## src/verilog/ofsel_cfg.svh

```systemverilog
// Offsets, field positions, reset values and selection codes of the output function select.
`ifndef OFSEL_CFG_SVH
`define OFSEL_CFG_SVH

// Register byte addresses.
`define OFSEL_REG_CTRL      12'h000
`define OFSEL_REG_STAT      12'h004
`define OFSEL_ADDR_W        12

// Control register fields.
`define OFSEL_CTRL_LSEL_LSB 0
`define OFSEL_CTRL_ASEL_LSB 8
`define OFSEL_CTRL_PWM_LSB  16

// Status register fields.
`define OFSEL_STAT_FN_LSB   0
`define OFSEL_STAT_LOAD_BIT 8
`define OFSEL_STAT_AUX_BIT  9
`define OFSEL_STAT_SOL_BIT  10
`define OFSEL_STAT_LIND_BIT 11
`define OFSEL_STAT_GIND_BIT 12
`define OFSEL_STAT_CONF_BIT 13

// Reset values of the selections and the modulation mode.
`define OFSEL_LSEL_RST      4'h1
`define OFSEL_ASEL_RST      4'h2
`define OFSEL_PWM_RST       2'h0

// Selection codes with a special meaning.
`define OFSEL_SEL_ALARM     4'h8
`define OFSEL_SEL_DIV       4'ha
`define OFSEL_SEL_DIV_INV   4'hb
`define OFSEL_SEL_MAX       4'hb

// Modulation mode bits: bit 0 solar switch, bit 1 load terminal.
`define OFSEL_PWM_SOL_BIT   0
`define OFSEL_PWM_LOAD_BIT  1

`endif

```

## src/verilog/ofsel_pkg.sv

```systemverilog
// Types shared by the output function select modules.
package ofsel_pkg;

   typedef logic [3:0] ofsel_sel_t;
   typedef logic [1:0] ofsel_pwm_t;

   // Index of each internal function in the function vector.
   typedef enum logic [2:0] {
      FN_LBD   = 3'h0,
      FN_GEN   = 3'h1,
      FN_EVENT = 3'h2,
      FN_BAT2  = 3'h3,
      FN_ALARM = 3'h4,
      FN_DIV   = 3'h5
   } ofsel_fn_e;

   localparam int unsigned NUM_FN   = 6;
   localparam int unsigned NUM_TERM = 2;

   typedef enum logic [1:0] {
      ST_IDLE   = 2'b01,
      ST_ACCESS = 2'b10
   } ofsel_apb_e;

endpackage

```

## src/verilog/ofsel_route_if.sv

```systemverilog
// Selections, function signals and terminal levels passed between top and router.
`timescale 1ns/100ps
interface ofsel_route_if;
   ofsel_pkg::ofsel_sel_t         sel   [ofsel_pkg::NUM_TERM];
   logic [ofsel_pkg::NUM_FN-1:0]  fn;
   logic [ofsel_pkg::NUM_TERM-1:0] level;

   modport top   (output sel, output fn, input level);
   modport route (input sel, input fn, output level);
endinterface

```

## src/verilog/ofsel_route.sv

```systemverilog
// Combinational routing of one function with polarity onto each terminal.
`timescale 1ns/100ps
`include "ofsel_cfg.svh"
module ofsel_route (
   ofsel_route_if.route rif   // selections in, terminal levels out
);
   genvar t;
   generate
      for (t = 0; t < ofsel_pkg::NUM_TERM; t++) begin : g_term
         logic [2:0] idx;
         logic       inv;
         assign idx = rif.sel[t][3:1];
         // Pairs below 8 are on-while-active when even; alarm and diversion are the reverse.
         assign inv = rif.sel[t][0] ^ (rif.sel[t] >= `OFSEL_SEL_ALARM);
         // Codes above the last selection keep the terminal off.
         always_comb begin
            if (rif.sel[t] > `OFSEL_SEL_MAX) begin
               rif.level[t] = 1'b0;
            end else begin
               rif.level[t] = rif.fn[idx] ^ inv;
            end
         end
      end
   endgenerate
endmodule

```

## src/verilog/ofsel_top.sv

```systemverilog
// Output function select: APB registers, terminal routing and indicator drive.
//
// Overview of operation
// Each of the two terminals is driven by one of six functions, picked by its own selection.
// Selections 0 to 7 pair up four functions, even codes on while active, odd codes off.
// Selection 8 turns the terminal off below the alarm voltage and selection 9 turns it on.
// Selection 10 keeps the dump load on for regulation and 11 reverses that polarity.
// After reset the load terminal uses the inverted low-battery disconnect selection.
// Load terminal modulation happens only with selection 10; 11 with modes 2 or 3 is barred.
// The auxiliary terminal only ever switches fully on or off.
// The load indicator lights whenever low-battery disconnect is active.
// The generator indicator lights whenever the generator function asks for a run.
// Solar series switching and diversion through a terminal run side by side.
// Diversion only switches a dump load and never touches the solar or wind source.
// Each terminal follows its function and polarity on every evaluation cycle.
`timescale 1ns/100ps
`include "ofsel_cfg.svh"
module ofsel_top (
   input  wire logic        pclk,              // 200 MHz bus and regulator clock
   input  wire logic        presetn,           // asynchronous reset, active low
   input  wire logic        psel,              // APB select
   input  wire logic        penable,           // APB access phase
   input  wire logic        pwrite,            // APB write
   input  wire logic [11:0] paddr,             // APB byte address
   input  wire logic [31:0] pwdata,            // APB write data
   input  wire logic [3:0]  pstrb,             // APB byte strobes
   output logic             pready,            // APB ready
   output logic [31:0]      prdata,            // APB read data
   output logic             pslverr,           // APB error on unmapped address
   input  wire logic        fn_lbd,            // low-battery disconnect wants load off
   input  wire logic        fn_gen,            // generator function wants a run
   input  wire logic        fn_event,          // event controller event is on
   input  wire logic        fn_bat2,           // second battery should charge
   input  wire logic        fn_below_alarm,    // battery voltage below alarm setting
   input  wire logic        fn_div_disc,       // diversion wants dump load disconnected
   input  wire logic        div_pwm,           // diversion modulated drive, high = dump on
   input  wire logic        sol_level,         // series control slow switching level
   input  wire logic        sol_pwm,           // series control modulated drive
   output logic             load_terminal,     // load terminal switch drive
   output logic             aux_terminal,      // auxiliary terminal switch drive
   output logic             solar_negative_input, // solar input series switch drive
   output logic             load_indicator,    // load indicator on the display
   output logic             generator_indicator // generator indicator on the display
);

   ////////////////////////////////////////////////////////////////////////////////
   // Registers and bus slave.

   ofsel_pkg::ofsel_sel_t lsel_q;
   ofsel_pkg::ofsel_sel_t asel_q;
   ofsel_pkg::ofsel_pwm_t pwm_q;
   ofsel_pkg::ofsel_apb_e st_q;
   logic                  setup;
   logic                  hit_ctrl;
   logic                  hit_stat;
   logic                  conflict;
   logic [31:0]           ctrl_word;
   logic [31:0]           stat_word;

   assign setup    = psel && !penable;
   assign hit_ctrl = paddr == `OFSEL_REG_CTRL;
   assign hit_stat = paddr == `OFSEL_REG_STAT;
   // The inverted diversion selection with load modulation is a configuration fault.
   assign conflict = (lsel_q == `OFSEL_SEL_DIV_INV) && pwm_q[`OFSEL_PWM_LOAD_BIT];

   always_comb begin
      ctrl_word = 32'h0;
      ctrl_word[`OFSEL_CTRL_LSEL_LSB +: 4] = lsel_q;
      ctrl_word[`OFSEL_CTRL_ASEL_LSB +: 4] = asel_q;
      ctrl_word[`OFSEL_CTRL_PWM_LSB +: 2]  = pwm_q;
   end

   always_comb begin
      stat_word = 32'h0;
      stat_word[`OFSEL_STAT_FN_LSB +: ofsel_pkg::NUM_FN] =
         {fn_div_disc, fn_below_alarm, fn_bat2, fn_event, fn_gen, fn_lbd};
      stat_word[`OFSEL_STAT_LOAD_BIT] = load_terminal;
      stat_word[`OFSEL_STAT_AUX_BIT]  = aux_terminal;
      stat_word[`OFSEL_STAT_SOL_BIT]  = solar_negative_input;
      stat_word[`OFSEL_STAT_LIND_BIT] = load_indicator;
      stat_word[`OFSEL_STAT_GIND_BIT] = generator_indicator;
      stat_word[`OFSEL_STAT_CONF_BIT] = conflict;
   end

   // The answer is prepared in the setup cycle so that every access takes one wait-free phase.
   always_ff @(posedge pclk or negedge presetn) begin
      if (!presetn) begin
         st_q    <= ofsel_pkg::ST_IDLE;
         pready  <= 1'b0;
         pslverr <= 1'b0;
         prdata  <= 32'h0;
      end else begin
         unique case (st_q)
            ofsel_pkg::ST_IDLE: begin
               if (setup) begin
                  st_q    <= ofsel_pkg::ST_ACCESS;
                  pready  <= 1'b1;
                  pslverr <= !(hit_ctrl || hit_stat);
                  prdata  <= pwrite ? 32'h0 : hit_ctrl ? ctrl_word : hit_stat ? stat_word : 32'h0;
               end
            end
            ofsel_pkg::ST_ACCESS: begin
               st_q    <= ofsel_pkg::ST_IDLE;
               pready  <= 1'b0;
               pslverr <= 1'b0;
               prdata  <= 32'h0;
            end
         endcase
      end
   end

   always_ff @(posedge pclk or negedge presetn) begin
      if (!presetn) begin
         lsel_q <= `OFSEL_LSEL_RST;
         asel_q <= `OFSEL_ASEL_RST;
         pwm_q  <= `OFSEL_PWM_RST;
      end else if (psel && penable && pready && pwrite && hit_ctrl) begin
         if (pstrb[0]) begin
            lsel_q <= pwdata[`OFSEL_CTRL_LSEL_LSB +: 4];
         end
         if (pstrb[1]) begin
            asel_q <= pwdata[`OFSEL_CTRL_ASEL_LSB +: 4];
         end
         if (pstrb[2]) begin
            pwm_q <= pwdata[`OFSEL_CTRL_PWM_LSB +: 2];
         end
      end
   end

   ////////////////////////////////////////////////////////////////////////////////
   // Terminal routing.

   ofsel_route_if rif ();

   assign rif.sel[0] = lsel_q;
   assign rif.sel[1] = asel_q;
   assign rif.fn     = {fn_div_disc, fn_below_alarm, fn_bat2, fn_event, fn_gen, fn_lbd};

   ofsel_route u_route (
      .rif (rif.route)
   );

   logic load_pwm_on;

   // Modulation reaches the load terminal only with the plain diversion selection.
   assign load_pwm_on = pwm_q[`OFSEL_PWM_LOAD_BIT] && (lsel_q == `OFSEL_SEL_DIV);

   // One flop stage per evaluation cycle; outputs never wait longer than that.
   always_ff @(posedge pclk or negedge presetn) begin
      if (!presetn) begin
         load_terminal <= 1'b0;
         aux_terminal  <= 1'b0;
      end else begin
         load_terminal <= load_pwm_on ? div_pwm : rif.level[0];
         aux_terminal  <= rif.level[1];
      end
   end

   // The solar switch never looks at diversion, so both regulators work at once.
   always_ff @(posedge pclk or negedge presetn) begin
      if (!presetn) begin
         solar_negative_input <= 1'b0;
      end else begin
         solar_negative_input <= pwm_q[`OFSEL_PWM_SOL_BIT] ? sol_pwm : sol_level;
      end
   end

   always_ff @(posedge pclk or negedge presetn) begin
      if (!presetn) begin
         load_indicator      <= 1'b0;
         generator_indicator <= 1'b0;
      end else begin
         load_indicator      <= fn_lbd;
         generator_indicator <= fn_gen;
      end
   end
endmodule

```

## config.mk

```make
export PLATFORM = sky130hd
export DESIGN_NAME = ofsel_top
export DESIGN_NICKNAME = d
export VERILOG_FILES = /design/src/verilog/ofsel_pkg.sv /design/src/verilog/ofsel_route_if.sv /design/src/verilog/ofsel_route.sv /design/src/verilog/ofsel_top.sv
export VERILOG_INCLUDE_DIRS = /design/src /design/src/verilog
export SDC_FILE = /design/constraint.sdc
export NUM_CORES = 1
export LEC_CHECK = 0
export ABC_AREA = 1
export BUFFER_PORTS_ARGS = -buffer_cell sky130_fd_sc_hd__clkbuf_2
export CAP_MARGIN = 20
export CORE_ASPECT_RATIO = 0.8
export CORE_UTILIZATION = 35
export DETAILED_ROUTE_END_ITERATION = 7
export PLACE_DENSITY_LB_ADDON = 0.08
export SYNTH_ARGS = -nofsm -noshare
export SYNTH_HDL_FRONTEND = slang
export SYNTH_SLANG_ARGS = --single-unit
```

## constraint.sdc

```tcl
create_clock -name pclk -period 1.7 [get_ports pclk]
set_input_delay 0.085 -clock pclk [delete_from_list [all_inputs] [get_ports pclk]]
set_output_delay 0.085 -clock pclk [all_outputs]
set_load 0.03 [all_outputs]
```

* Word-level counts from Yosys, hierarchy flattened
Index checks and enable logic that the tools add are counted.
W data, S select, Z words.
** Storage, ports and cells
- Logic and storage cells :: 61
- Register bits after elaboration :: 51
- Bits of input ports :: 62
- Output and inout port bits :: 39
** Cells by class
- Order comparisons :: 6
- Mux-type cells :: 19
- Eq/ne operators :: 6
- Bitwise operators :: 4
- Reduce and logical (&&, ||, !) cells :: 14
** Operators by type and width (count)
- $pmux W32 S2 :: 1
- $mux W18 :: 2
- $mux W32 :: 1
- $mux W14 :: 1
- $eq A12 B3 Y1 const B :: 1
- $logic_not A12 Y1 :: 1
- $eq A4 B4 Y1 const B :: 2
- $ge A4 B4 Y1 const B :: 2
- $gt A4 B4 Y1 const B :: 2
- $lt A3 B4 Y1 const B :: 2
- $mux W1 :: 8
- $logic_and A1 B1 Y1 :: 7
- $bmux W1 S3 :: 2
- $reduce_and A2 Y1 :: 3
- $pmux W1 S2 :: 2
- $pmux W2 S2 :: 1
- $xor A1 B1 Y1 :: 4
- $eq A2 B1 Y1 const B :: 1
- $eq A2 B2 Y1 const B :: 1
- $logic_not A1 Y1 :: 2
- $mux W2 :: 1
- $ne A2 B2 Y1 const B :: 1
- $logic_or A1 B1 Y1 :: 1

* Longest topological paths before layout
- Word-level depth :: 7
- Gate-level depth with buffers :: 9
- Mapped depth without buffers :: 9

* Hierarchy
From an unflattened synthesis, not the netlist that was laid out.
** Second synthesis, totals
- Cells, all modules :: 246
- Area total of the unflattened synthesis :: 1815.5 um^2
** By module, submodules not included
- ofsel_top :: cells an instance 202, sequential area each 804.5 um^2, instances 1, area each 1622.8 um^2
- ofsel_route :: cells an instance 44, sequential area each 0.0 um^2, instances 1, area each 192.7 um^2

* Worst setup path before layout
OpenSTA, ideal clock, no wires.
- Kind :: flip-flop to flip-flop
- Start point :: register pready
- End point :: register asel_q[0]
- Buffers on the path :: 0
- Cell stages (with the launch flop) :: 6
- Data required time :: 1574 ps
- Library setup time :: 126 ps
- Arrival :: 1147 ps
- Period minus slack after synthesis :: 1273 ps
- Setup slack :: 427 ps
- Cells stage by stage :: dfrtp_1 -> nand2_1 -> nor2_2 -> nand4_4 -> nand2_1 -> o21ai_0
** On the way
- Word-level cells in the longest chain between the ends :: 4
** RTL lines
- start: declaration :: line ofsel_top.sv:27 : output logic pready,
- start signal: assignment :: line ofsel_top.sv:89 : pready <= 1'b0;
- start signal: assignment :: line ofsel_top.sv:97 : pready <= 1'b1;
- start signal: assignment :: line ofsel_top.sv:104 : pready <= 1'b0;
- $logic_and A1 B1 Y1 (3 in a row) :: line ofsel_top.sv:117 : end else if (psel && penable && pready && pwrite && hit_ctrl) begin
- $reduce_and A2 Y1 (no source line)
- end signal: assignment :: line ofsel_top.sv:115 : asel_q <= `OFSEL_ASEL_RST;
- end signal: assignment :: line ofsel_top.sv:122 : asel_q <= pwdata[`OFSEL_CTRL_ASEL_LSB +: 4];
- end: declaration :: line ofsel_top.sv:50 : ofsel_pkg::ofsel_sel_t asel_q;
Every way passes these cells.
A chain may end at the register's enable or synchronous reset.

* Worst setup path in the final report
- Start point :: register st_q[0]
- End point :: register prdata[11]
** On the way
- Word-level cells in the longest chain between the ends :: 2
- Elaborated cells on any way between the ends :: 4
- Those cells by class :: 3 x eq/ne; 1 x mux
** RTL lines
- start: declaration :: line ofsel_top.sv:52 : ofsel_pkg::ofsel_apb_e st_q;
- start signal: assignment :: line ofsel_top.sv:88 : st_q <= ofsel_pkg::ST_IDLE;
- start signal: assignment :: line ofsel_top.sv:96 : st_q <= ofsel_pkg::ST_ACCESS;
- start signal: assignment :: line ofsel_top.sv:103 : st_q <= ofsel_pkg::ST_IDLE;
- $eq A2 B2 Y1 / $eq A2 B1 Y1 (equally long branches) :: line ofsel_top.sv:93 : unique case (st_q)
- $pmux W32 S2 / $ne A2 B2 Y1 (equally long branches)
- end signal: assignment :: line ofsel_top.sv:99 : prdata <= pwrite ? 32'h0 : hit_ctrl ? ctrl_word : hit_stat ? stat_word : 32'h0;
- end: declaration :: line ofsel_top.sv:28 : output logic [31:0] prdata,
Several ways; a longest one is shown, not always the timed one.

==> metrics <==
Hold-fix buffers, CTS=6; Post-Synth Simple-Gate Area=32.9%; most common cell after layout, fill and taps aside=nand2_1; Port Buffers=59; CP Class=register to register; vias in the first global route=1463; DRT antenna net count=0; GRT overflow=0; count of final max-slew check failures=0; GRT Total Usage=16.6%; NetSw=0.633 mW; Req. time, crit path=1.92 ns; CP Max Fanout=4; Ys Warns=0; CP Launch Point=st_q[0]; # rows=23; via-per-instance ratio=4.29; post-CTS sizing=0; Layout Skew=0.00633 ns; adder-cell share of the synthesized area=0%; post-place setup slack=0.431 ns; number of synthesized register bits=32; GR Util met2=25.0%; Power Dens Cells=819 nW/um2; Final Hold Fails=0; number of synthesized flops with an enable pin=0; WL/cell=11.4 um; met1 Use GR=22.6%; mux cell area share after synthesis=0.614%; Async SR Flop Fraction=100%; Post-CTS Setup Bufs=0; first-pass GRT wire length=6870 um; Max Clock Freq=0.788 GHz; top cells by area, synth=dfrtp_1 (40%), nand2_1 (15%), buf_4 (7.4%); xor and xnor area share after synthesis=0.477%; layout cells sized above 1=31.9%; clock buffer depth=2; # DRC=0; I/O pins=101; Layout area overhead=23.9%; root buf cell=clkbuf_8; sequential share of the synthesized area=43.9%; Final setup viols=0; crit start category=register; area leader, netlist=dfrtp_1; latest clock arrival within the worst-skew pair=0.29 ns; proportion of power drawn by combinational gates=24.4%; Core ar.=5040 um2; Most Used Layer, Global Route=met2; power share of the clock group=30.6%; Vias=1530; Max-Cap Viols=0; DR iter-0 viols=35; Critical Path AT=1.48 ns; Synth Cell Area=1830 um2; maximum vdd drop=638 uV; final WL=4060 um; top-area cell type share of the netlist area=39.6%; main combinational cell family by area after synthesis=simple AND/OR/NAND/NOR gates; RSZ-0062 raised after global routing=no; Antenna Cells=0; # H-tree levels=2; status=completed; syn avg cell area=8.23 um2; worst reg-to-reg setup slack=0.43 ns; clock tree from TritonCTS=built; internal power=1.23 mW; dpl hpwl=3130 um; GPL Wtd Cong=0.733; Die Y-Extent=66.8 um; Setup crit end kind=register; Final WS setup=0.432 ns; fin crit period=1.27 ns; CTS clk-pin slew, worst paths=0.07 ns; die width=82.9 um; Sink Count=32; FF-to-FF Start=st_q[0]; Pre-Repair DR Iteration Count=4; grt met3 use=4.46%; Fin Hold WS=0.00809 ns; nets=356; commonest cells after routing, fill and taps aside=nand2_1 (71), clkbuf_2 (59), dfrtp_1 (29), inv_1 (26), conb_1 (18); Num CTS Buffers=5; share of power burned in registers=45.0%; count of different cell masters after synthesis=29; Initial Util=36.4%; compound-gate portion of the synthesized area=7.57%; total power=1.86 mW; initial antenna violation count=0; Post-synth top flop=dfrtp_1; largest net degree at the start of global routing=33; die area=5540 um2; HP Start=pwdata[16]; Tcrit/Tclk final=74.6%; Fin Setup TNS=0 ns; sw frac=34.0%; leakage power total=1.28 nW; Syn Inst Count=223; Tightest Hold Check Type=primary input to register
flip-flops by register name, indices dropped and copies added (netlist names):
register	count
prdata	14
asel_q	4
lsel_q	4
pwm_q	2
aux_terminal	1
generator_indicator	1
load_indicator	1
load_terminal	1
pready	1
pslverr	1
solar_negative_input	1
st_q	1
logic make-up (layout without fill, tap and decap cells):
family | after synthesis | after routing
other | 1 | 18
AOI/OAI and AO/OA | 23 | 23
xor gates and xnor gates | 1 | 1
and+or+nand+nor | 117 | 117
buffers and inverters | 48 | 103
muxes | 1 | 1
DFF | 32 | 32
stage by stage:
step,util (%),instances,area [um2]
floorplan,-,240,1900
global route,45.1,357,2270
CTS,45.1,357,2270
detailed placement,42.3,343,2130
finish,45.1,357,2270
global placement,42.3,343,2130
synthesized netlist by cell type (2+ instances only):
| cell type | number |
|---|---|
| o21ai_1 | 11 |
| o211ai_1 | 5 |
| dfstp_2 | 3 |
| nand3_1 | 17 |
| nor2_8 | 3 |
| nand4_4 | 2 |
| inv_1 | 26 |
| nor2_2 | 4 |
| nor2_1 | 10 |
| buf_4 | 18 |
| dfrtp_1 | 29 |
| nand2_1 | 71 |
| o21ai_2 | 3 |
| o21ai_0 | 3 |
| nand2_2 | 4 |
cell type report:
cell class | instances | area (um2)
multi-input combinational | 160 | 831
fill | 556 | 2760
inverter | 28 | 108
clock inverter | 1 | 5.00
tap | 62 | 77.6
clock buffer | 7 | 76.3
sequential | 32 | 805
timing repair buffer | 67 | 370
final timing paths:
| kind | endpoint | cells past startpoint |
|---|---|---|
| worst max-delay path | prdata[11] | 6 |
| worst min-delay path | pwm_q[0] | 3 |
| worst max register to register | prdata[11] | 6 |
| worst min register to register | prdata[16] | 2 |
| max in group asynchronous | asel_q[1] | 3 |
| min in group asynchronous | pready | 3 |
metal layers:
layer | up-vias | wire, um
li1 | 806 | -
met1 | 671 | 2230
met2 | 48 | 1570
met3 | 5 | 214
met4 | 0 | 50
met5 | - | 0
power groups by stage:
| stage | clock network, mW | registers (mW) | logic (mW) |
|---|---|---|---|
| 5_1_grt | 0.625 | 0.843 | 0.501 |
| 3_5_place_dp | 0 | 0.852 | 0.449 |
| 3_3_place_gp | 0 | 0.852 | 0.449 |
| 2_1_floorplan | 0 | 0.909 | 0.274 |
| 6_report | 0.568 | 0.838 | 0.454 |
| 4_1_cts | 0.586 | 0.838 | 0.461 |
critical path, cell delays in order (launching register included):
cell,delay (ns)
dfstp_2,0.51
inv_1,0.04
nand2_1,0.08
nand2_1,0.10
nor2_1,0.25
nand2_1,0.09
o21ai_1,0.12
Power figures use the tool's default switching activity.
